## src/design/ist_params.svh

```systemverilog
/*
 holds the register offsets, field positions, reset values and counts of
 the interval, square-wave and event timer.
 assumes it is included by its bare name before the package and modules.
*/
`ifndef IST_PARAMS_SVH
`define IST_PARAMS_SVH
// ----------------------------------------
// register offsets (byte addresses)
// ----------------------------------------
`define IST_OFF_MODE 8'h00
`define IST_OFF_PRM 8'h04
`define IST_OFF_TOC 8'h08
`define IST_OFF_CMP1 8'h0c
`define IST_OFF_CMP2 8'h10
`define IST_OFF_CNT 8'h14
`define IST_OFF_PDIR 8'h18
`define IST_OFF_LATCH 8'h1c
`define IST_OFF_STAT 8'h20
// ----------------------------------------
// field positions
// ----------------------------------------
`define IST_MODE_LSB 2
`define IST_CKS_LSB 0
`define IST_ES_LSB 4
`define IST_TOC_OE 0
`define IST_TOC_INV1 1
`define IST_TOC_LVR 2
`define IST_TOC_LVS 3
`define IST_TOC_INV2 4
// ----------------------------------------
// reset values and counts
// ----------------------------------------
`define IST_PDIR_RST 8'hff
`define IST_PRM_RST 8'h00
`define IST_TOC_RST 8'h00
`define IST_LATCH_RST 8'h00
`define IST_DIV4_LAST 2'h3
`endif

```

## src/design/ist_pkg.sv

```systemverilog
/*
 holds the types of the interval, square-wave and event timer.
 assumes ist_params.svh supplies the numeric constants.
*/
package ist_pkg;
   // ----------------------------------------
   // enumerations
   // ----------------------------------------
   typedef enum logic [1:0] {MODE_STOP, MODE_FREE, MODE_EDGE_CLR, MODE_MATCH_CLR} ist_mode_e;
   typedef enum logic [1:0] {CKS_PCLK, CKS_DIV4, CKS_ALT, CKS_EVENT} ist_cks_e;
   typedef enum logic [1:0] {EDGE_FALL, EDGE_RISE, EDGE_BAD, EDGE_BOTH} ist_edge_e;
   // ----------------------------------------
   // output control fields
   // ----------------------------------------
   typedef struct packed {
      logic inv2;
      logic inv1;
      logic oe;
   } ist_toc_s;
endpackage

```

## src/design/ist_edge_filter.sv

```systemverilog
/*
 holds the pin synchroniser, two-sample noise filter and edge selector.
 assumes pin_in is asynchronous to pclk.
*/
`timescale 1ns/1ps
`default_nettype none
module ist_edge_filter (
   input wire logic pclk,
   input wire logic presetn,
   input wire logic pin_in,
   input wire ist_pkg::ist_edge_e edge_sel,
   output logic level,
   output logic valid_edge
);
   import ist_pkg::*;
   logic sync1_reg;
   logic sync2_reg;
   logic samp_reg;
   logic lvl_next;

   // ----------------------------------------
   // synchroniser
   // ----------------------------------------
   always_ff @(posedge pclk or negedge presetn) begin
      if (!presetn) begin
         sync1_reg <= 1'b0;
         sync2_reg <= 1'b0;
      end else begin
         sync1_reg <= pin_in;
         sync2_reg <= sync1_reg;
      end
   end

   // ----------------------------------------
   // filter and edge select
   // ----------------------------------------
   // a level is accepted only once two samples agree
   assign lvl_next = (sync2_reg == samp_reg) ? samp_reg : level;

   always_ff @(posedge pclk or negedge presetn) begin
      if (!presetn) begin
         samp_reg <= 1'b0;
         level <= 1'b0;
         valid_edge <= 1'b0;
      end else begin
         samp_reg <= sync2_reg;
         level <= lvl_next;
         case (edge_sel)
            EDGE_FALL: valid_edge <= level & ~lvl_next;
            EDGE_RISE: valid_edge <= ~level & lvl_next;
            EDGE_BOTH: valid_edge <= level ^ lvl_next;
            default: valid_edge <= 1'b0;
         endcase
      end
   end
endmodule // ist_edge_filter
`default_nettype wire

```

## src/design/ist_timer.sv

```systemverilog
/*
 holds the top of the interval, square-wave and event timer with its
 apb register file and the two shared port pins.
 assumes a single pclk domain; pins are resolved outside from the enables.
*/
`timescale 1ns/1ps
`default_nettype none
`include "ist_params.svh"
module ist_timer #(
   parameter int CW = 16
) (
   input wire logic pclk,
   input wire logic presetn,
   input wire logic psel,
   input wire logic penable,
   input wire logic pwrite,
   input wire logic [7:0] paddr,
   input wire logic [31:0] pwdata,
   input wire logic [3:0] pstrb,
   output logic [31:0] prdata,
   output logic pready,
   output logic pslverr,
   input wire logic port_pin_zero_in,
   output logic port_pin_zero_out,
   output logic port_pin_zero_oe_n,
   input wire logic port_pin_one_in,
   output logic port_pin_one_out,
   output logic port_pin_one_oe_n,
   input wire logic alt_clk_in,
   output logic first_match_irq,
   output logic second_match_irq,
   output logic timer_output_pin
);
   import ist_pkg::*;

   // ----------------------------------------
   // declarations
   // ----------------------------------------
   ist_mode_e mode_reg;
   logic [7:0] prm_reg;
   ist_toc_s toc_reg;
   logic [CW-1:0] cmp1_reg;
   logic [CW-1:0] cmp2_reg;
   logic [CW-1:0] cnt_reg;
   logic [CW-1:0] cnt_next;
   logic [7:0] pdir_reg;
   logic [7:0] latch_reg;
   logic [1:0] div_reg;
   logic armed_reg;
   logic tout_reg;
   logic tout_next;
   logic p1_sync1_reg;
   logic p1_sync2_reg;
   logic wr_en;
   logic setup;
   logic tick;
   logic running;
   logic hit1;
   logic hit2;
   logic evt_level;
   logic evt_edge;
   logic alt_edge;
   logic [31:0] rd_val;
   logic rd_ok;
   ist_cks_e cks;
   ist_edge_e es;

   // ----------------------------------------
   // decode helpers
   // ----------------------------------------
   function automatic logic hit(input logic [7:0] a, input logic [7:0] off);
      hit = (a == off);
   endfunction

   function automatic logic [7:0] merge8(input logic [7:0] old, input logic [31:0] d,
                                         input logic [3:0] s);
      merge8 = s[0] ? d[7:0] : old;
   endfunction

   function automatic logic [CW-1:0] merge16(input logic [CW-1:0] old, input logic [31:0] d,
                                             input logic [3:0] s);
      logic [CW-1:0] r;
      r = old;
      if (s[0]) begin
         r[7:0] = d[7:0];
      end
      if (s[1]) begin
         r[CW-1:8] = d[CW-1:8];
      end
      merge16 = r;
   endfunction

   assign setup = psel & ~penable;
   // a write lands only at the edge that also completes the access
   assign wr_en = psel & penable & pwrite & pready;
   assign cks = ist_cks_e'(prm_reg[`IST_CKS_LSB +: 2]);
   assign es = ist_edge_e'(prm_reg[`IST_ES_LSB +: 2]);
   assign running = (mode_reg != MODE_STOP);

   // ----------------------------------------
   // pin filters
   // ----------------------------------------
   ist_edge_filter u_evt (
      .pclk(pclk),
      .presetn(presetn),
      .pin_in(port_pin_zero_in),
      .edge_sel(es),
      .level(evt_level),
      .valid_edge(evt_edge)
   );

   // the alternate clock is oversampled, so it must run well below pclk/4
   ist_edge_filter u_alt (
      .pclk(pclk),
      .presetn(presetn),
      .pin_in(alt_clk_in),
      .edge_sel(EDGE_RISE),
      .level(),
      .valid_edge(alt_edge)
   );

   always_ff @(posedge pclk or negedge presetn) begin
      if (!presetn) begin
         p1_sync1_reg <= 1'b0;
         p1_sync2_reg <= 1'b0;
      end else begin
         p1_sync1_reg <= port_pin_one_in;
         p1_sync2_reg <= p1_sync1_reg;
      end
   end

   // ----------------------------------------
   // count clock select
   // ----------------------------------------
   always_ff @(posedge pclk or negedge presetn) begin
      if (!presetn) begin
         div_reg <= 2'h0;
      end else if (!running) begin
         div_reg <= 2'h0;
      end else begin
         div_reg <= div_reg + 2'h1;
      end
   end

   always_comb begin
      case (cks)
         CKS_PCLK: tick = running;
         CKS_DIV4: tick = running & (div_reg == `IST_DIV4_LAST);
         CKS_ALT: tick = running & alt_edge;
         CKS_EVENT: tick = running & evt_edge;
         default: tick = 1'b0;
      endcase
   end

   // ----------------------------------------
   // start of event counting
   // ----------------------------------------
   // the first event edge after start only arms the counter, which is
   // why the first match takes one edge more than later ones
   always_ff @(posedge pclk or negedge presetn) begin
      if (!presetn) begin
         armed_reg <= 1'b0;
      end else if (!running) begin
         armed_reg <= 1'b0;
      end else if (tick) begin
         armed_reg <= 1'b1;
      end
   end

   // ----------------------------------------
   // counter and compares
   // ----------------------------------------
   always_comb begin
      hit1 = 1'b0;
      hit2 = 1'b0;
      cnt_next = cnt_reg;
      if (!running) begin
         cnt_next = '0;
      end else if (tick && (cks != CKS_EVENT || armed_reg)) begin
         hit1 = (cnt_reg == cmp1_reg);
         hit2 = (cnt_reg == cmp2_reg);
         if (mode_reg == MODE_MATCH_CLR && hit1) begin
            cnt_next = '0;
         end else begin
            cnt_next = cnt_reg + 1'b1;
         end
      end
   end

   always_ff @(posedge pclk or negedge presetn) begin
      if (!presetn) begin
         cnt_reg <= '0;
      end else begin
         cnt_reg <= cnt_next;
      end
   end

   // one pulse per count tick, so a held match never repeats
   always_ff @(posedge pclk or negedge presetn) begin
      if (!presetn) begin
         first_match_irq <= 1'b0;
         second_match_irq <= 1'b0;
      end else begin
         first_match_irq <= hit1;
         second_match_irq <= hit2;
      end
   end

   // ----------------------------------------
   // timer output
   // ----------------------------------------
   always_comb begin
      tout_next = tout_reg;
      if (wr_en && hit(paddr, `IST_OFF_TOC) && pstrb[0] && pwdata[`IST_TOC_LVR]) begin
         tout_next = 1'b0;
      end else if (wr_en && hit(paddr, `IST_OFF_TOC) && pstrb[0] && pwdata[`IST_TOC_LVS]) begin
         tout_next = 1'b1;
      end else if (toc_reg.oe) begin
         tout_next = tout_reg ^ (hit1 & toc_reg.inv1) ^ (hit2 & toc_reg.inv2);
      end
   end

   always_ff @(posedge pclk or negedge presetn) begin
      if (!presetn) begin
         tout_reg <= 1'b0;
         timer_output_pin <= 1'b0;
      end else begin
         tout_reg <= tout_next;
         timer_output_pin <= toc_reg.oe & tout_next;
      end
   end

   // ----------------------------------------
   // port pins
   // ----------------------------------------
   // oe_n follows the direction bit: 0 drives, 1 releases the pin
   always_ff @(posedge pclk or negedge presetn) begin
      if (!presetn) begin
         port_pin_zero_out <= 1'b0;
         port_pin_one_out <= 1'b0;
         port_pin_zero_oe_n <= 1'b1;
         port_pin_one_oe_n <= 1'b1;
      end else begin
         port_pin_zero_out <= latch_reg[0];
         port_pin_one_out <= latch_reg[1] | (toc_reg.oe & tout_next);
         port_pin_zero_oe_n <= pdir_reg[0];
         port_pin_one_oe_n <= pdir_reg[1];
      end
   end

   // ----------------------------------------
   // register writes
   // ----------------------------------------
   always_ff @(posedge pclk or negedge presetn) begin
      if (!presetn) begin
         mode_reg <= MODE_STOP;
      end else if (wr_en && hit(paddr, `IST_OFF_MODE) && pstrb[0]) begin
         mode_reg <= ist_mode_e'(pwdata[`IST_MODE_LSB +: 2]);
      end
   end

   always_ff @(posedge pclk or negedge presetn) begin
      if (!presetn) begin
         prm_reg <= `IST_PRM_RST;
      end else if (wr_en && hit(paddr, `IST_OFF_PRM) && !running) begin
         prm_reg <= merge8(prm_reg, pwdata, pstrb);
      end
   end

   always_ff @(posedge pclk or negedge presetn) begin
      if (!presetn) begin
         toc_reg <= ist_toc_s'(3'(`IST_TOC_RST));
      end else if (wr_en && hit(paddr, `IST_OFF_TOC) && pstrb[0]) begin
         toc_reg.oe <= pwdata[`IST_TOC_OE];
         toc_reg.inv1 <= pwdata[`IST_TOC_INV1];
         toc_reg.inv2 <= pwdata[`IST_TOC_INV2];
      end
   end

   always_ff @(posedge pclk or negedge presetn) begin
      if (!presetn) begin
         cmp1_reg <= '1;
         cmp2_reg <= '1;
      end else if (wr_en) begin
         if (hit(paddr, `IST_OFF_CMP1)) begin
            cmp1_reg <= merge16(cmp1_reg, pwdata, pstrb);
         end
         if (hit(paddr, `IST_OFF_CMP2)) begin
            cmp2_reg <= merge16(cmp2_reg, pwdata, pstrb);
         end
      end
   end

   always_ff @(posedge pclk or negedge presetn) begin
      if (!presetn) begin
         pdir_reg <= `IST_PDIR_RST;
         latch_reg <= `IST_LATCH_RST;
      end else if (wr_en) begin
         if (hit(paddr, `IST_OFF_PDIR)) begin
            pdir_reg <= merge8(pdir_reg, pwdata, pstrb);
         end
         if (hit(paddr, `IST_OFF_LATCH)) begin
            latch_reg <= merge8(latch_reg, pwdata, pstrb);
         end
      end
   end

   // ----------------------------------------
   // register reads
   // ----------------------------------------
   always_comb begin
      rd_val = 32'h0000_0000;
      rd_ok = 1'b1;
      case (paddr)
         `IST_OFF_MODE: rd_val[`IST_MODE_LSB +: 2] = mode_reg;
         `IST_OFF_PRM: rd_val[7:0] = prm_reg;
         `IST_OFF_TOC: begin
            rd_val[`IST_TOC_OE] = toc_reg.oe;
            rd_val[`IST_TOC_INV1] = toc_reg.inv1;
            rd_val[`IST_TOC_INV2] = toc_reg.inv2;
         end
         `IST_OFF_CMP1: rd_val[CW-1:0] = cmp1_reg;
         `IST_OFF_CMP2: rd_val[CW-1:0] = cmp2_reg;
         `IST_OFF_CNT: rd_val[CW-1:0] = cnt_reg;
         `IST_OFF_PDIR: rd_val[7:0] = pdir_reg;
         `IST_OFF_LATCH: rd_val[7:0] = latch_reg;
         `IST_OFF_STAT: rd_val[3:0] = {p1_sync2_reg, evt_level, tout_reg, running};
         default: rd_ok = 1'b0;
      endcase
   end

   // ----------------------------------------
   // apb answer
   // ----------------------------------------
   // data is captured in setup, so the access phase always ends in one cycle
   always_ff @(posedge pclk or negedge presetn) begin
      if (!presetn) begin
         pready <= 1'b0;
         pslverr <= 1'b0;
         prdata <= 32'h0000_0000;
      end else if (setup) begin
         pready <= 1'b1;
         pslverr <= ~rd_ok;
         prdata <= pwrite ? 32'h0000_0000 : rd_val;
      end else begin
         pready <= 1'b0;
         pslverr <= 1'b0;
      end
   end
endmodule // ist_timer
`default_nettype wire

```

## config.mk

```make
export PLATFORM = sky130hd
export DESIGN_NAME = ist_timer
export DESIGN_NICKNAME = d
export VERILOG_FILES = /design/src/design/ist_pkg.sv /design/src/design/ist_edge_filter.sv /design/src/design/ist_timer.sv
export VERILOG_INCLUDE_DIRS = /design/src /design/src/design
export SDC_FILE = /design/constraint.sdc
export NUM_CORES = 1
export LEC_CHECK = 0
export ABC_AREA = 1
export BUFFER_PORTS_ARGS = -buffer_cell sky130_fd_sc_hd__clkbuf_2
export CORE_AREA = 2 2 122 94
export CTS_BUF_LIST = sky130_fd_sc_hd__clkbuf_16
export DETAILED_ROUTE_END_ITERATION = 10
export DIE_AREA = 0 0 124 96
export GPL_ROUTABILITY_DRIVEN = 0
export GPL_TIMING_DRIVEN = 0
export PLACE_DENSITY = 0.84
export SETUP_SLACK_MARGIN = 0.2
export SLEW_MARGIN = 10
export SYNTH_ARGS = -nofsm -noshare
export SYNTH_HDL_FRONTEND = slang
export SYNTH_SLANG_ARGS = --single-unit
export TNS_END_PERCENT = 20
```

## constraint.sdc

```tcl
create_clock -name pclk -period 2.18 [get_ports pclk]
set_input_delay 0.109 -clock pclk [delete_from_list [all_inputs] [get_ports pclk]]
set_output_delay 0.109 -clock pclk [all_outputs]
set_load 0.01 [all_outputs]
```

Word-level counts from Yosys, hierarchy flattened
Cells that the tools add are included.
- add/subtract/negate cells: 2
- $mul: 0
- div/mod/pow operators: 0
- $lt $le $gt $ge: 0
- equal/unequal tests: 22
- shift operators: 0
- multiplexer cells: 26
- bitwise operators: 22
- reduce and logical (&&, ||, !) cells: 24
- operators with widths (kind ; count):
    16-bit 2-to-1 mux ; 4
    16-bit == test ; 2
    8-bit by 5-bit == test with 1-bit output, second input constant ; 4
    2-bit one-hot mux with 8 select lines ; 2
    8-bit one-hot mux with 3 select lines ; 1
    3-bit one-hot mux with 6 select lines ; 1
    3-bit AND reduction ; 6
    16-bit by 1-bit adder with 16-bit output, second input constant ; 1
    8-bit by 4-bit == test with 1-bit output, second input constant ; 2
    1-bit 2-to-1 mux ; 14
    1-bit AND ; 13
    2-bit == test, second input constant ; 5
    1-bit logical AND ; 10
    9-bit OR reduction ; 1
    8-bit by 3-bit == test with 1-bit output, second input constant ; 1
    8-bit by 6-bit == test with 1-bit output, second input constant ; 1
    8-bit logical NOT ; 1
    1-bit one-hot mux with 7 select lines ; 1
    1-bit inverter ; 5
    2-bit by 1-bit == test with 1-bit output, second input constant ; 2
    2-bit logical NOT ; 2
    2-bit inequality test, second input constant ; 2
    1-bit one-hot mux with 4 select lines ; 1
    1-bit one-hot mux with 3 select lines ; 1
    10 further kinds ; 13
- register bits: 134
- bits in latches: 0
- RAM bits: 0
- memory bits (read-only): 0
- input bits: 52
- logic and storage cells: 133
- memories: 0

Logic depth before layout (Yosys ltp)
Gate-level depths: netlist of the first run.
- depth in word-level cells: 14
- mapped depth: 14
- mapped depth without buffers: 14

By module
From an unflattened synthesis of the first run, not the netlist that was laid out.
- cell total of the unflattened synthesis: 744
- area, all modules: 5969.5 sq um
- by module, submodules not included (module ; instances ; cells an instance ; area each (sq um) ; sequential area each (sq um)):
    ist_timer ; 1 ; 704 ; 5574.1 ; 2755.1
    ist_edge_filter ; 2 ; 20 ; 197.7 ; 125.1

Worst setup path after synthesis of the first run
OpenSTA, ideal clock, no wires.
- kind: reg-to-reg
- start point: register cmp1_reg[3]
- end point: register cnt_reg[0]
- setup time: 0.139 ns
- arrival: 1.448 ns
- setup slack: 0.594 ns
- cell stages (with the launch flop): 10
- path buffers: 0
- clock period less this slack: 1.586 ns
- cells stage by stage: dfstp_2 > inv_1 > nand2_1 > nand2_1 > nor2_1 > nand2_1 > nor2_4 > nand3_2 > o31ai_4 > a211oi_1
- cells in the longest elaborated chain, start to end: 5
- ends and longest elaborated chain (what ; RTL line ; text):
    start: declaration ; ist_timer.sv:42 ; logic [CW-1:0] cmp1_reg;
    start signal: assignment ; ist_timer.sv:286 ; cmp1_reg <= merge16(cmp1_reg, pwdata, pstrb);
    16-bit == test ; ist_timer.sv:180 ; hit1 = (cnt_reg == cmp1_reg);
    1-bit logical AND ; ist_timer.sv:182 ; if (mode_reg == MODE_MATCH_CLR && hit1) begin
    16-bit 2-to-1 mux ; ist_timer.sv:182 ;
    16-bit 2-to-1 mux ; ist_timer.sv:179 ; end else if (tick && (cks != CKS_EVENT || armed_reg)) begin
    16-bit 2-to-1 mux ; ist_timer.sv:177 ; if (!running) begin
    end signal: assignment ; ist_timer.sv:194 ; cnt_reg <= cnt_next;
    end: declaration ; ist_timer.sv:44 ; logic [CW-1:0] cnt_reg;
Every way passes these cells. The select of a mux whose other input is x is not followed.
A chain may end at the register's enable or synchronous reset.

Worst setup path after layout of the first run
- start point: register cmp1_reg[2]
- end point: register cnt_reg[7]
Same word-level chain as after synthesis.

==> results of run 1 <==
[kinds of logic (layout without fill, tap and decap cells)]
kind of cell	Yosys count	count (layout)	synth area share (%)
xor+xnor	19	19	2.778
compound gates	131	131	12.93
simple gates	316	316	23.31
fa+ha+maj	5	5	1.003
other cells	1	16	0.06261
flops	118	118	50.18
buf+inv	134	244	9.735
[synth_stat cells, types with 2 or more instances]
cell                        instances
sky130_fd_sc_hd__inv_2             13
sky130_fd_sc_hd__a21oi_1           10
sky130_fd_sc_hd__nor3_1             7
sky130_fd_sc_hd__o21ai_0           78
sky130_fd_sc_hd__a211oi_1           3
sky130_fd_sc_hd__o21ai_1            2
sky130_fd_sc_hd__buf_4             20
sky130_fd_sc_hd__nand2_1          202
sky130_fd_sc_hd__clkbuf_1          10
sky130_fd_sc_hd__nand2_2            3
sky130_fd_sc_hd__a221oi_1           6
sky130_fd_sc_hd__nand3_1           30
sky130_fd_sc_hd__nor2_4             3
sky130_fd_sc_hd__o22ai_1           18
sky130_fd_sc_hd__nand3_2            6
sky130_fd_sc_hd__o31ai_1            2
sky130_fd_sc_hd__o2111ai_1          4
sky130_fd_sc_hd__nor2_1            42
sky130_fd_sc_hd__xor2_1            19
sky130_fd_sc_hd__inv_1             87
sky130_fd_sc_hd__nor2_2             5
sky130_fd_sc_hd__nand2_4            2
sky130_fd_sc_hd__dfstp_2           42
sky130_fd_sc_hd__buf_2              4
sky130_fd_sc_hd__nand4_1            9
sky130_fd_sc_hd__nor4_1             3
sky130_fd_sc_hd__dfrtp_1           76
sky130_fd_sc_hd__ha_1               4
[placed cells by master, fill, tap and decap left out, types with 6 or more instances in the layout]
cell / count
sky130_fd_sc_hd__a21oi_1: 10
sky130_fd_sc_hd__a221oi_1: 6
sky130_fd_sc_hd__buf_4: 22
sky130_fd_sc_hd__clkbuf_1: 9
sky130_fd_sc_hd__clkbuf_16: 17
sky130_fd_sc_hd__clkbuf_2: 58
sky130_fd_sc_hd__conb_1: 16
sky130_fd_sc_hd__dfrtp_1: 74
sky130_fd_sc_hd__dfstp_2: 42
sky130_fd_sc_hd__dlygate4sd3_1: 18
sky130_fd_sc_hd__inv_1: 88
sky130_fd_sc_hd__inv_2: 13
sky130_fd_sc_hd__nand2_1: 202
sky130_fd_sc_hd__nand3_1: 29
sky130_fd_sc_hd__nand3_2: 7
sky130_fd_sc_hd__nand4_1: 9
sky130_fd_sc_hd__nor2_1: 39
sky130_fd_sc_hd__nor2_4: 6
sky130_fd_sc_hd__nor3_1: 7
sky130_fd_sc_hd__o21ai_0: 78
sky130_fd_sc_hd__o22ai_1: 18
sky130_fd_sc_hd__xor2_1: 19
[metrics by stage]
| step | setup slack, ps | power [mW] | setup TNS (ps) | utilization (%) | cell area (µm²) |
|---|---|---|---|---|---|
| after global routing | 128.3 | 5.613 | 0 | 68.83 | 7390 |
| after global placement | -663.2 | 2.506 | -50100 | 60.65 | 6511 |
| after detailed placement | 241.1 | 2.520 | 0 | 60.99 | 6548 |
| after CTS | 197.7 | 5.473 | 0 | 68.47 | 7351 |
| after floorplan | 593.5 | 2.392 | 0 | - | 6046 |
| final | 214.4 | 5.474 | 0 | 68.83 | 7390 |
[routing by layer]
| metal | wire (µm) | up-vias | global-route usage (%) |
|---|---|---|---|
| met5 | 0 | - | 0 |
| met3 | 1675 | 38 | 8.472 |
| met4 | 414 | 0 | 11.14 |
| met2 | 7110 | 292 | 42.45 |
| met1 | 6999 | 2558 | 41.92 |
| li1 | - | 2545 | - |
[what timing repair did]
item / 4_1_cts / 5_1_grt
endpoints found under the setup margin: 2 / 44
hold buffers: 18 / 0
endpoints found under the hold margin: 62 / 0
pin swaps: 1 / 7
gates resized for setup: 0 / 11
buffers inserted: 1 / 1
[power groups by stage]
stage               Clock (mW)  Sequential [mW]  Combinational, mW
floorplan                    0             2.28              0.111
global placement             0             2.28              0.228
detailed placement           0             2.28              0.242
CTS                       2.96             2.24              0.268
global route              3.06             2.25              0.307
finish                    2.96             2.24              0.271
[final timing paths]
check | start | endpoint | cells past startpoint
worst min register to register | u_evt.sync1_reg | u_evt.sync2_reg | 0
worst min-delay path | pwrite | prdata[0] | 2
max in group asynchronous | presetn | cmp2_reg[0] | 3
worst max-delay path | cmp1_reg[2] | cnt_reg[7] | 10
min in group asynchronous | presetn | prdata[5] | 2
worst max register to register | cmp1_reg[2] | cnt_reg[7] | 10
[area by class of cell]
cell class | instances | share of cell area [%]
Tap cell | 140 | 2.370
Buffer | 34 | 2.828
Sequential cell | 118 | 40.70
Clock inverter | 14 | 2.574
Timing Repair Buffer | 79 | 7.061
Inverter | 100 | 5.080
Clock buffer | 17 | 5.757
Multi-Input combinational cell | 487 | 33.63
==> results_tabular.tex, run 1 <==
\begin{tabular}{lr}
\hline
Metric & Value \\
\hline
\multicolumn{2}{l}{\textbf{Power and ir drop}} \\
Switching fraction of total power & 21.05\% \\
Share of power burned in the clock network & 54.1\% \\
Worst voltage drop across the vdd grid & 0.5632 mV \\
Int Pwr & 4.322 mW \\
Switching power total & 1.152 mW \\
Power per unit of standard cell area & 740.8 nW/µm² \\
Power share of the combinational group & 5.0\% \\
Standby leakage power & 3.549 nW \\
Relative contribution of sequential cells to total power & 41.0\% \\
\multicolumn{2}{l}{\textbf{Synthesis}} \\
Most frequently used flop master after synthesis & sky130\_fd\_sc\_hd\_\_dfrtp\_1 \\
Post-synthesis area per instance & 8.273 µm² \\
Yosys top cell area share & 31.75\% \\
Cell types with the largest area share after synthesis & sky130\_fd\_sc\_hd\_\_dfrtp\_1 32\%, sky130\_fd\_sc\_hd\_\_dfstp\_2 18\%, sky130\_fd\_sc\_hd\_\_nand2\_1 13\% \\
Mapped cell area & 5989 µm² \\
Seq/Total Area, Yosys & 50.18\% \\
Yosys reg bits & 118 \\
Count of flip-flops with a built-in enable after synthesis & 0 \\
Synthesized instance count & 724 \\
Largest area contributor in the netlist & sky130\_fd\_sc\_hd\_\_dfrtp\_1 \\
Unique masters post-synth & 42 \\
Total number of yosys warnings & 0 \\
Async set or reset register ratio after synthesis & 100.0\% \\
\multicolumn{2}{l}{\textbf{Finish}} \\
Layout area overhead & 23.38\% \\
Final Net Count & 893 \\
Count of fill cells added during filler insertion & 832 \\
Final standard cell count with taps included and fillers excluded & 989 \\
Share of final-layout standard cells stronger than drive strength 1 & 23.09\% \\
Number of inserted diodes & 0 \\
Area occupied by multi-input gates & 2485 µm² \\
Area of all sequential standard cells & 3008 µm² \\
\multicolumn{2}{l}{\textbf{Die}} \\
DIE HEIGHT & 96 µm \\
Floorplan die area & 11900 µm² \\
Total I/O pin count & 93 \\
Die width & 124 µm \\
Effective utilization at floorplan & 55.79\% \\
Num rows & 33 \\
Placeable core region & 10740 µm² \\
\multicolumn{2}{l}{\textbf{STA}} \\
Worst hold slack & 9.340 ps \\
Setup repair after global routing missed its margin & true \\
Relative slew slack & 47.90\% \\
Final setup violation count & 0 \\
Worst-Margin Slew & 781.5 ps \\
Highest clock frequency the design can meet & 508.8 MHz \\
Final-report hold violation count & 0 \\
Worst clock skew on the final layout & 5.599 ps \\
Final period utilization & 90.16\% \\
Final Max Slew Viols & 0 \\
Min Tclk post-route & 1966 ps \\
\multicolumn{2}{l}{\textbf{Critical path}} \\
Data arrival time of the critical path & 2240 ps \\
Most Frequent Cell on Critical Path & sky130\_fd\_sc\_hd\_\_nand2\_1 \\
Critical-path maximum fanout & 7 \\
Worst path bufs/invs & 2 \\
Startpoint type of the worst setup path & flop \\
Cells traversed along the worst timing path & inv\_1 > nand2\_1 > nand2\_1 > nor2\_1 > nand2\_1 > nor2\_4 > nand3\_2 > o31ai\_4 > buf\_4 > a211oi\_1 \\
Category of the critical setup timing path & reg2reg \\
Required time worst endpoint & 2460 ps \\
Flop2flop setup slack & 210 ps \\
Cell class contributing the biggest share of worst-path delay & simple AND/OR/NAND/NOR gates \\
Delay of the slowest cell on the worst path & 540 ps \\
Critical path endpoint category & flop \\
Critical Path Slowest Stage Cell & sky130\_fd\_sc\_hd\_\_dfstp\_2 \\
\multicolumn{2}{l}{\textbf{Clock network}} \\
CTS tree & yes \\
CTS root buf & sky130\_fd\_sc\_hd\_\_clkbuf\_16 \\
CTS max path bufs & 2 \\
CTS Buf Count & 17 \\
Clock Sink Count & 118 \\
Clock insertion delay at the later pin of the skew report & 410 ps \\
Clock slew at the register clock pins of the worst setup and hold paths & 50 ps \\
H-tree levels & 4 \\
\multicolumn{2}{l}{\textbf{Global route}} \\
Via count of the first global-routing pass & 5169 \\
Wire length of the first global-routing pass & 26010 µm \\
Global routing usage summed across all routing layers & 29.32\% \\
Remaining Overflow, GRT & 0 \\
Initial antenna violation count & 0 \\
Largest net degree at the start of global routing & 65 \\
\multicolumn{2}{l}{\textbf{Place}} \\
Half-perimeter wire length of the detailed placement result & 11330 µm \\
Placed Cells incl. Taps & 938 \\
IO Port Bufs & 58 \\
\multicolumn{2}{l}{\textbf{Job}} \\
Max-cap violations & 0 \\
\multicolumn{2}{l}{\textbf{Detailed routing}} \\
Total wire length after detailed routing & 16200 µm \\
Via count normalized by instance count & 5.493 \\
Antenna-violating nets left & 0 \\
Detailed-route via count & 5433 \\
DRC viols & 0 \\
Total iterations of the first detailed-routing run & 6 \\
Initial drt markers & 714 \\
Routed WL per cell & 16.38 µm \\
\multicolumn{2}{l}{\textbf{Hold path}} \\
Path class of the lowest-slack min-delay path & in2reg \\
\multicolumn{2}{l}{\textbf{Run status}} \\
Run status & finished, final reports clean \\
\hline
\end{tabular}
Power figures use the tool's default switching activity.
==> inputs of run 2 (changes only) <==
--- a/config.mk
+++ b/config.mk
@@ -14,7 +14,7 @@
 export DIE_AREA = 0 0 124 96
 export GPL_ROUTABILITY_DRIVEN = 0
 export GPL_TIMING_DRIVEN = 0
-export PLACE_DENSITY = 0.84
+export PLACE_DENSITY = 0.79
 export SETUP_SLACK_MARGIN = 0.2
 export SLEW_MARGIN = 10
 export SYNTH_ARGS = -nofsm -noshare
==> run 2 against run 1 <==
  * Clock power decreased by 18%
  * Worst setup slack better by 64 ps
  * Critical path depth stayed put
  * Die area unchanged
  * Clock skew is 1.8 ps higher
  * Via count is 3.3% higher
  * Final area shrank 0.52%
  * Critical path type unchanged
==> results_tabular.tex, run 2 (synthesis gave the netlist of run 1 again) <==
\begin{tabular}{lr}
\hline
Metric & Value \\
\hline
\multicolumn{2}{l}{\textbf{Run status}} \\
Run status & finished, final reports clean \\
\multicolumn{2}{l}{\textbf{Power and ir drop}} \\
Power per unit of standard cell area & 674.4 nW/µm² \\
Int Pwr & 3.844 mW \\
Relative contribution of sequential cells to total power & 45.3\% \\
Share of power burned in the clock network & 49.2\% \\
Power share of the combinational group & 5.6\% \\
Standby leakage power & 3.552 nW \\
Switching fraction of total power & 22.46\% \\
Total chip power & 4.958 mW \\
Switching power total & 1.114 mW \\
Worst voltage drop across the vdd grid & 0.5404 mV \\
\multicolumn{2}{l}{\textbf{Detailed routing}} \\
Total iterations of the first detailed-routing run & 7 \\
Initial drt markers & 684 \\
Routed WL per cell & 16.80 µm \\
Antenna-violating nets left & 0 \\
DRC viols & 0 \\
Via count normalized by instance count & 5.629 \\
Total wire length after detailed routing & 16750 µm \\
Detailed-route via count & 5612 \\
\multicolumn{2}{l}{\textbf{Die}} \\
Placeable core region & 10740 µm² \\
Effective utilization at floorplan & 55.79\% \\
DIE HEIGHT & 96 µm \\
Total I/O pin count & 93 \\
Die width & 124 µm \\
Num rows & 33 \\
Floorplan die area & 11900 µm² \\
\multicolumn{2}{l}{\textbf{Critical path}} \\
Critical-path maximum fanout & 7 \\
Data arrival time of the critical path & 2180 ps \\
Most Frequent Cell on Critical Path & sky130\_fd\_sc\_hd\_\_nand2\_1 \\
Delay of the slowest cell on the worst path & 540 ps \\
Cells traversed along the worst timing path & inv\_1 > nand2\_1 > nand2\_1 > nor2\_2 > nand2\_1 > nor2\_4 > nand3\_4 > o31ai\_4 > buf\_4 > a211oi\_1 \\
Critical Path Slowest Stage Cell & sky130\_fd\_sc\_hd\_\_dfstp\_2 \\
Cell class contributing the biggest share of worst-path delay & simple AND/OR/NAND/NOR gates \\
Required time worst endpoint & 2460 ps \\
Startpoint type of the worst setup path & flop \\
Critical path endpoint category & flop \\
Category of the critical setup timing path & reg2reg \\
Worst path bufs/invs & 2 \\
\multicolumn{2}{l}{\textbf{Clock network}} \\
CTS Buf Count & 17 \\
CTS root buf & sky130\_fd\_sc\_hd\_\_clkbuf\_16 \\
Clock Sink Count & 118 \\
Clock slew at the register clock pins of the worst setup and hold paths & 50 ps \\
CTS tree & yes \\
CTS max path bufs & 2 \\
Clock insertion delay at the later pin of the skew report & 410 ps \\
H-tree levels & 4 \\
\multicolumn{2}{l}{\textbf{Finish}} \\
Final Net Count & 900 \\
Share of final-layout standard cells stronger than drive strength 1 & 23.45\% \\
Most used cells in the layout excluding fill and tap cells & 202 x sky130\_fd\_sc\_hd\_\_nand2\_1, 90 x sky130\_fd\_sc\_hd\_\_inv\_1, 78 x sky130\_fd\_sc\_hd\_\_o21ai\_0, 74 x sky130\_fd\_sc\_hd\_\_dfrtp\_1, 57 x sky130\_fd\_sc\_hd\_\_clkbuf\_2 \\
Post-route design area & 7351 µm² \\
Number of inserted diodes & 0 \\
Most common cell after layout, fill and taps aside & sky130\_fd\_sc\_hd\_\_nand2\_1 \\
Layout area overhead & 22.73\% \\
\multicolumn{2}{l}{\textbf{Global route}} \\
Largest net degree at the start of global routing & 67 \\
Remaining Overflow, GRT & 0 \\
Initial antenna violation count & 0 \\
Global routing usage summed across all routing layers & 29.57\% \\
Wire length of the first global-routing pass & 25990 µm \\
Via count of the first global-routing pass & 5218 \\
\multicolumn{2}{l}{\textbf{STA}} \\
Setup repair after global routing missed its margin & true \\
Final setup violation count & 0 \\
Worst clock skew on the final layout & 7.413 ps \\
Final Max Slew Viols & 0 \\
Final period utilization & 87.23\% \\
Highest clock frequency the design can meet & 525.8 MHz \\
Relative slew slack & 52.14\% \\
Final-report hold violation count & 0 \\
Min Tclk post-route & 1902 ps \\
Worst-Margin Slew & 717.9 ps \\
\multicolumn{2}{l}{\textbf{Place}} \\
Half-perimeter wire length of the detailed placement result & 11720 µm \\
Post-placement cell area & 6548 µm² \\
IO Port Bufs & 58 \\
\multicolumn{2}{l}{\textbf{Job}} \\
Max-cap violations & 0 \\
\multicolumn{2}{l}{\textbf{Hold path}} \\
Path class of the lowest-slack min-delay path & in2reg \\
\hline
\end{tabular}
==> run 2: changes by cell type in the layout (fill, tap and decap cells not counted), moves of 2 or more <==
cell,change
sky130_fd_sc_hd__buf_4,+5
sky130_fd_sc_hd__bufinv_16,-4
sky130_fd_sc_hd__inv_2,+3
sky130_fd_sc_hd__inv_1,+2
==> run 2: power by group through the flow <==
stage / Sequential, mW / Combinational [mW] / Clock [mW]
floorplan: 2.28 / 0.111 / 0
global placement: 2.28 / 0.227 / 0
detailed placement: 2.28 / 0.243 / 0
CTS: 2.24 / 0.271 / 2.45
global route: 2.25 / 0.310 / 2.55
finish: 2.24 / 0.276 / 2.44
==> run 2: worst register-to-register path, cell delays in order (launching register included) <==
cell	delay (ps)
sky130_fd_sc_hd__dfstp_2	540
sky130_fd_sc_hd__inv_1	50
sky130_fd_sc_hd__nand2_1	50
sky130_fd_sc_hd__nand2_1	60
sky130_fd_sc_hd__nor2_2	110
sky130_fd_sc_hd__nand2_1	100
sky130_fd_sc_hd__nor2_4	210
sky130_fd_sc_hd__nand3_4	160
sky130_fd_sc_hd__o31ai_4	230
sky130_fd_sc_hd__buf_4	190
sky130_fd_sc_hd__a211oi_1	60
==> run 2: final cells by class <==
class / instances / area [µm²]
Clock inverter: 15 / 86.33
Timing Repair Buffer: 85 / 569.3
Sequential cell: 118 / 3008
Tap cell: 140 / 175.2
Multi-Input combinational cell: 488 / 2504
Fill cell: 804 / 3385
Inverter: 100 / 375.4
Buffer: 34 / 207.7
Clock buffer: 17 / 425.4
==> run 2: what timing repair did <==
item	in CTS	in global routing
buffers inserted	0	7
setup endpoints to repair	0	32
gates resized for setup	0	14
hold buffers	19	0
hold endpoints to repair	78	0
==> run 2: stage by stage <==
step / instances / TNS [ps] / utilization (%) / hold WS [ps] / setup WS [ps]
2_1_floorplan: 739 / 0 / - / -186.6 / 593.5
6_report: 997 / 0 / 68.47 / 3.927 / 278.3
3_5_place_dp: 938 / 0 / 60.99 / 90.99 / 224.2
4_1_cts: 989 / 0 / 67.53 / 1.110 / 206.9
3_3_place_gp: 937 / -48000 / 60.65 / 217.1 / -637.6
5_1_grt: 997 / 0 / 68.47 / 27.23 / 148.8
==> run 2: worst paths after layout <==
path / to / cells after the start / slack (ps) / startpoint
min in group asynchronous: p1_sync1_reg / 2 / 210 / presetn
max reg2reg: cnt_reg[7] / 10 / 280 / cmp1_reg[3]
min: pdir_reg[6] / 3 / 4 / pwdata[6]
min reg2reg: p1_sync2_reg / 0 / 350 / p1_sync1_reg
max: cnt_reg[7] / 10 / 280 / cmp1_reg[3]
max in group asynchronous: cmp1_reg[9] / 3 / 1270 / presetn
==> run 2: metal layers <==
metal / global-route usage [%] / routed length [µm]
met5: 0 / 0
met4: 13.30 / 491
met3: 7.642 / 1690
met2: 44.87 / 7568
met1: 40.28 / 6999
==> inputs of run 3 (changes only) <==
--- a/config.mk
+++ b/config.mk
@@ -6,15 +6,14 @@
 export SDC_FILE = /design/constraint.sdc
 export NUM_CORES = 1
 export LEC_CHECK = 0
-export ABC_AREA = 1
+export ABC_AREA = 0
 export BUFFER_PORTS_ARGS = -buffer_cell sky130_fd_sc_hd__clkbuf_2
-export CORE_AREA = 2 2 122 94
+export CORE_AREA = 2 2 128 99
 export CTS_BUF_LIST = sky130_fd_sc_hd__clkbuf_16
 export DETAILED_ROUTE_END_ITERATION = 10
-export DIE_AREA = 0 0 124 96
-export GPL_ROUTABILITY_DRIVEN = 0
+export DIE_AREA = 0 0 130 101
 export GPL_TIMING_DRIVEN = 0
-export PLACE_DENSITY = 0.79
+export PLACE_DENSITY = 0.75
 export SETUP_SLACK_MARGIN = 0.2
 export SLEW_MARGIN = 10
 export SYNTH_ARGS = -nofsm -noshare
==> constraint.sdc (replaced) <==
create_clock -name pclk -period 1.7 [get_ports pclk]
set_input_delay 0.085 -clock pclk [delete_from_list [all_inputs] [get_ports pclk]]
set_output_delay 0.085 -clock pclk [all_outputs]
set_load 0.01 [all_outputs]
==> run 3 against run 2 <==
  * The run now ends with setup timing left
  * Via count decreased by 17%
  * Power increased by 40%
  * Routed wire length decreased by 1.6%
  * Worst setup slack got worse by 770 ps
  * Combinational power increased by 30%
==> results_tabular.tex, run 3 <==
\begin{tabular}{lr}
\hline
Metric & Value \\
\hline
\multicolumn{2}{l}{\textbf{Place}} \\
Half-perimeter wire length of the detailed placement result & 10920 µm \\
IO Port Bufs & 55 \\
Post-placement cell area & 6629 µm² \\
Placed Cells incl. Taps & 749 \\
Final weighted congestion of routability-driven global placement & 0.9373 \\
\multicolumn{2}{l}{\textbf{Synthesis}} \\
Async set or reset register ratio after synthesis & 100.0\% \\
Most frequently used flop master after synthesis & sky130\_fd\_sc\_hd\_\_dfrtp\_1 \\
Post-Synth Adder-Cell Area & 1.009\% \\
Mapped cell area & 5954 µm² \\
Count of flip-flops with a built-in enable after synthesis & 0 \\
Total number of yosys warnings & 0 \\
Cell types with the largest area share after synthesis & sky130\_fd\_sc\_hd\_\_dfrtp\_1 32\%, sky130\_fd\_sc\_hd\_\_dfstp\_2 19\%, sky130\_fd\_sc\_hd\_\_mux2\_2 12\% \\
Post-synthesis area per instance & 11.63 µm² \\
Most frequently used cell type in the post-synthesis netlist & sky130\_fd\_sc\_hd\_\_dfrtp\_1 \\
Fraction of the mapped netlist area in simple logic gates & 13.39\% \\
Synthesized instance count & 512 \\
Seq/Total Area, Yosys & 50.47\% \\
Yosys reg bits & 118 \\
Largest area contributor in the netlist & sky130\_fd\_sc\_hd\_\_dfrtp\_1 \\
Cell types with the highest counts after synthesis & 76 x sky130\_fd\_sc\_hd\_\_dfrtp\_1, 62 x sky130\_fd\_sc\_hd\_\_mux2\_2, 42 x sky130\_fd\_sc\_hd\_\_dfstp\_2, 38 x sky130\_fd\_sc\_hd\_\_nand2\_1, 25 x sky130\_fd\_sc\_hd\_\_nor2\_1 \\
Fraction of the mapped netlist area in compound gates & 9.267\% \\
Main combinational cell family by area after synthesis & multiplexers \\
Yosys top cell area share & 31.94\% \\
Xor and xnor fraction of the mapped netlist area & 5.884\% \\
Unique masters post-synth & 61 \\
Multiplexer fraction of the synthesized cell area & 15.00\% \\
\multicolumn{2}{l}{\textbf{Clock network}} \\
CTS max path bufs & 2 \\
CTS Buf Count & 17 \\
CTS root buf & sky130\_fd\_sc\_hd\_\_clkbuf\_16 \\
H-tree levels & 4 \\
Clock slew at the register clock pins of the worst setup and hold paths & 60 ps \\
CTS tree & yes \\
Clock Sink Count & 118 \\
Clock insertion delay at the later pin of the skew report & 410 ps \\
\multicolumn{2}{l}{\textbf{Die}} \\
Effective utilization at floorplan & 49.81\% \\
DIE HEIGHT & 101 µm \\
Num rows & 35 \\
Die width & 130 µm \\
Placeable core region & 11960 µm² \\
Floorplan die area & 13130 µm² \\
Total I/O pin count & 93 \\
\multicolumn{2}{l}{\textbf{Detailed routing}} \\
Detailed-route via count & 4668 \\
Initial drt markers & 469 \\
Via count normalized by instance count & 5.700 \\
Total iterations of the first detailed-routing run & 7 \\
DRC viols & 0 \\
Total wire length after detailed routing & 16480 µm \\
Routed WL per cell & 20.13 µm \\
Antenna-violating nets left & 0 \\
\multicolumn{2}{l}{\textbf{STA}} \\
Worst-Margin Slew & 679.8 ps \\
Highest clock frequency the design can meet & 456.4 MHz \\
Final setup violation count & 58 \\
Worst Setup Slack, final & -490.9 ps \\
Relative slew slack & 54.34\% \\
Setup repair after global routing missed its margin & true \\
Worst hold slack & 17.99 ps \\
Worst clock skew on the final layout & 8.489 ps \\
Final Max Slew Viols & 0 \\
Final period utilization & 128.9\% \\
Final-report hold violation count & 0 \\
Min Tclk post-route & 2191 ps \\
\multicolumn{2}{l}{\textbf{Global route}} \\
Met3 demand-to-capacity share in global routing & 5.308\% \\
Initial antenna violation count & 0 \\
Largest net degree at the start of global routing & 77 \\
Global routing usage summed across all routing layers & 25.70\% \\
Via count of the first global-routing pass & 4535 \\
Global-route track usage on met2 & 39.79\% \\
Met1 GRT Util & 36.31\% \\
Gr busiest metal & met2 \\
Remaining Overflow, GRT & 0 \\
Wire length of the first global-routing pass & 25100 µm \\
\multicolumn{2}{l}{\textbf{Finish}} \\
Most used cells in the layout excluding fill and tap cells & 73 x sky130\_fd\_sc\_hd\_\_dfrtp\_1, 55 x sky130\_fd\_sc\_hd\_\_clkbuf\_2, 48 x sky130\_fd\_sc\_hd\_\_mux2\_2, 42 x sky130\_fd\_sc\_hd\_\_dfstp\_2, 36 x sky130\_fd\_sc\_hd\_\_nand2\_1 \\
Final Net Count & 696 \\
Count of fill cells added during filler insertion & 850 \\
Layout area overhead & 32.70\% \\
Final standard cell count with taps included and fillers excluded & 819 \\
Most common cell after layout, fill and taps aside & sky130\_fd\_sc\_hd\_\_dfrtp\_1 \\
Final cell utilization of the core & 66.09\% \\
Number of inserted diodes & 0 \\
Post-route design area & 7901 µm² \\
Share of final-layout standard cells stronger than drive strength 1 & 45.64\% \\
\multicolumn{2}{l}{\textbf{Critical path}} \\
Startpoint type of the worst setup path & flop \\
Critical-path maximum fanout & 5 \\
Data arrival time of the critical path & 2500 ps \\
Required time worst endpoint & 2010 ps \\
Critical path endpoint category & flop \\
Category of the critical setup timing path & reg2reg \\
\multicolumn{2}{l}{\textbf{Run status}} \\
Failing checks & setup timing \\
Run status & finished, violations left \\
\multicolumn{2}{l}{\textbf{Job}} \\
Max-cap violations & 0 \\
\multicolumn{2}{l}{\textbf{Power and ir drop}} \\
Worst voltage drop across the vdd grid & 0.7500 mV \\
Power per unit of standard cell area & 880.0 nW/µm² \\
Standby leakage power & 3.560 nW \\
Total chip power & 6.953 mW \\
\multicolumn{2}{l}{\textbf{Hold path}} \\
Path class of the lowest-slack min-delay path & in2reg \\
\hline
\end{tabular}
## run 3: cell count changes after synthesis, moves of 13 or more
cell | previous run | this run
sky130_fd_sc_hd__o22ai_1 | 18 | 2
sky130_fd_sc_hd__nand2_1 | 202 | 38
sky130_fd_sc_hd__mux2i_1 | 0 | 15
sky130_fd_sc_hd__nor2_1 | 42 | 25
sky130_fd_sc_hd__o21ai_0 | 78 | 16
sky130_fd_sc_hd__nand3_1 | 30 | 9
sky130_fd_sc_hd__xnor2_1 | 0 | 18
sky130_fd_sc_hd__inv_1 | 87 | 6
sky130_fd_sc_hd__mux2_2 | 0 | 62
sky130_fd_sc_hd__inv_2 | 13 | 0
## run 3: critical path, stage by stage, from the launching register on
cell and delay [ps]:
sky130_fd_sc_hd__dfrtp_1 370, sky130_fd_sc_hd__buf_6 140, sky130_fd_sc_hd__xor2_1 160, sky130_fd_sc_hd__nor4_2 320, sky130_fd_sc_hd__nand4_1 220, sky130_fd_sc_hd__a2111o_1 390
sky130_fd_sc_hd__and4b_4 260, sky130_fd_sc_hd__o31ai_2 220
## run 3: cell families (layout without fill, tap and decap cells)
family,Yosys count,in the layout
flops,118,118
compound gates,77,77
simple gates,140,140
xor+xnor,40,40
other cells,1,16
buf+inv,52,178
mux,79,79
fa+ha+maj,5,5
## run 3: cell type report
| cell class | count | area (µm²) | share of cell area [%] |
|---|---|---|---|
| plain buffers | 46 | 366.6 | 4.640 |
| clock buffers | 17 | 425.4 | 5.384 |
| clock inverters | 15 | 187.7 | 2.375 |
| inverters | 6 | 22.52 | 0.2850 |
| multi-input cells | 357 | 3022 | 38.24 |
| flip-flops and latches | 118 | 3009 | 38.08 |
| well taps | 166 | 207.7 | 2.629 |
| repair buffers | 94 | 660.6 | 8.361 |
## run 3: layer usage
metal	wire, µm	up-vias
met3	1126	32
met1	7154	2364
met5	0	-
li1	-	2067
met2	7842	205
met4	361	0
## run 3: path summary, 6_finish.rpt
| path | to | cells after the start | startpoint | slack, ps |
|---|---|---|---|---|
| setup / recovery | port_pin_one_out | 7 | cnt_reg[8] | -490 |
| hold / removal | pslverr | 3 | paddr[1] | 20 |
| setup reg to reg | port_pin_one_out | 7 | cnt_reg[8] | -490 |
| hold reg to reg | p1_sync2_reg | 0 | p1_sync1_reg | 350 |
| max in group asynchronous | cmp2_reg[3] | 3 | presetn | 820 |
| min in group asynchronous | cnt_reg[0] | 2 | presetn | 160 |
## run 3: repair_timing
| action | 4_1_cts | 5_1_grt |
|---|---|---|
| cloned | 1 | 0 |
| gates resized for setup | 46 | 25 |
| buffers inserted | 9 | 11 |
| hold buffers | 17 | 0 |
| hold endpoints to repair | 82 | 0 |
| setup endpoints to repair | 95 | 98 |
| pin swaps | 17 | 17 |
## run 3: where the power goes
group | switching, mW | total (mW) | internal [mW]
sequential | 0.0159 | 2.86 | 2.84
combinational | 0.218 | 0.359 | 0.141
clock | 1.31 | 3.74 | 2.43
## run 3: per-stage QoR
step                      worst slack (ps)  TNS, ps
final                               -490.9    -8407
after global routing                -527.1   -14350
after CTS                           -477.8    -5951
after floorplan                     -146.3    -2863
after detailed placement            -827.0   -44500
after global placement               -1091  -138100
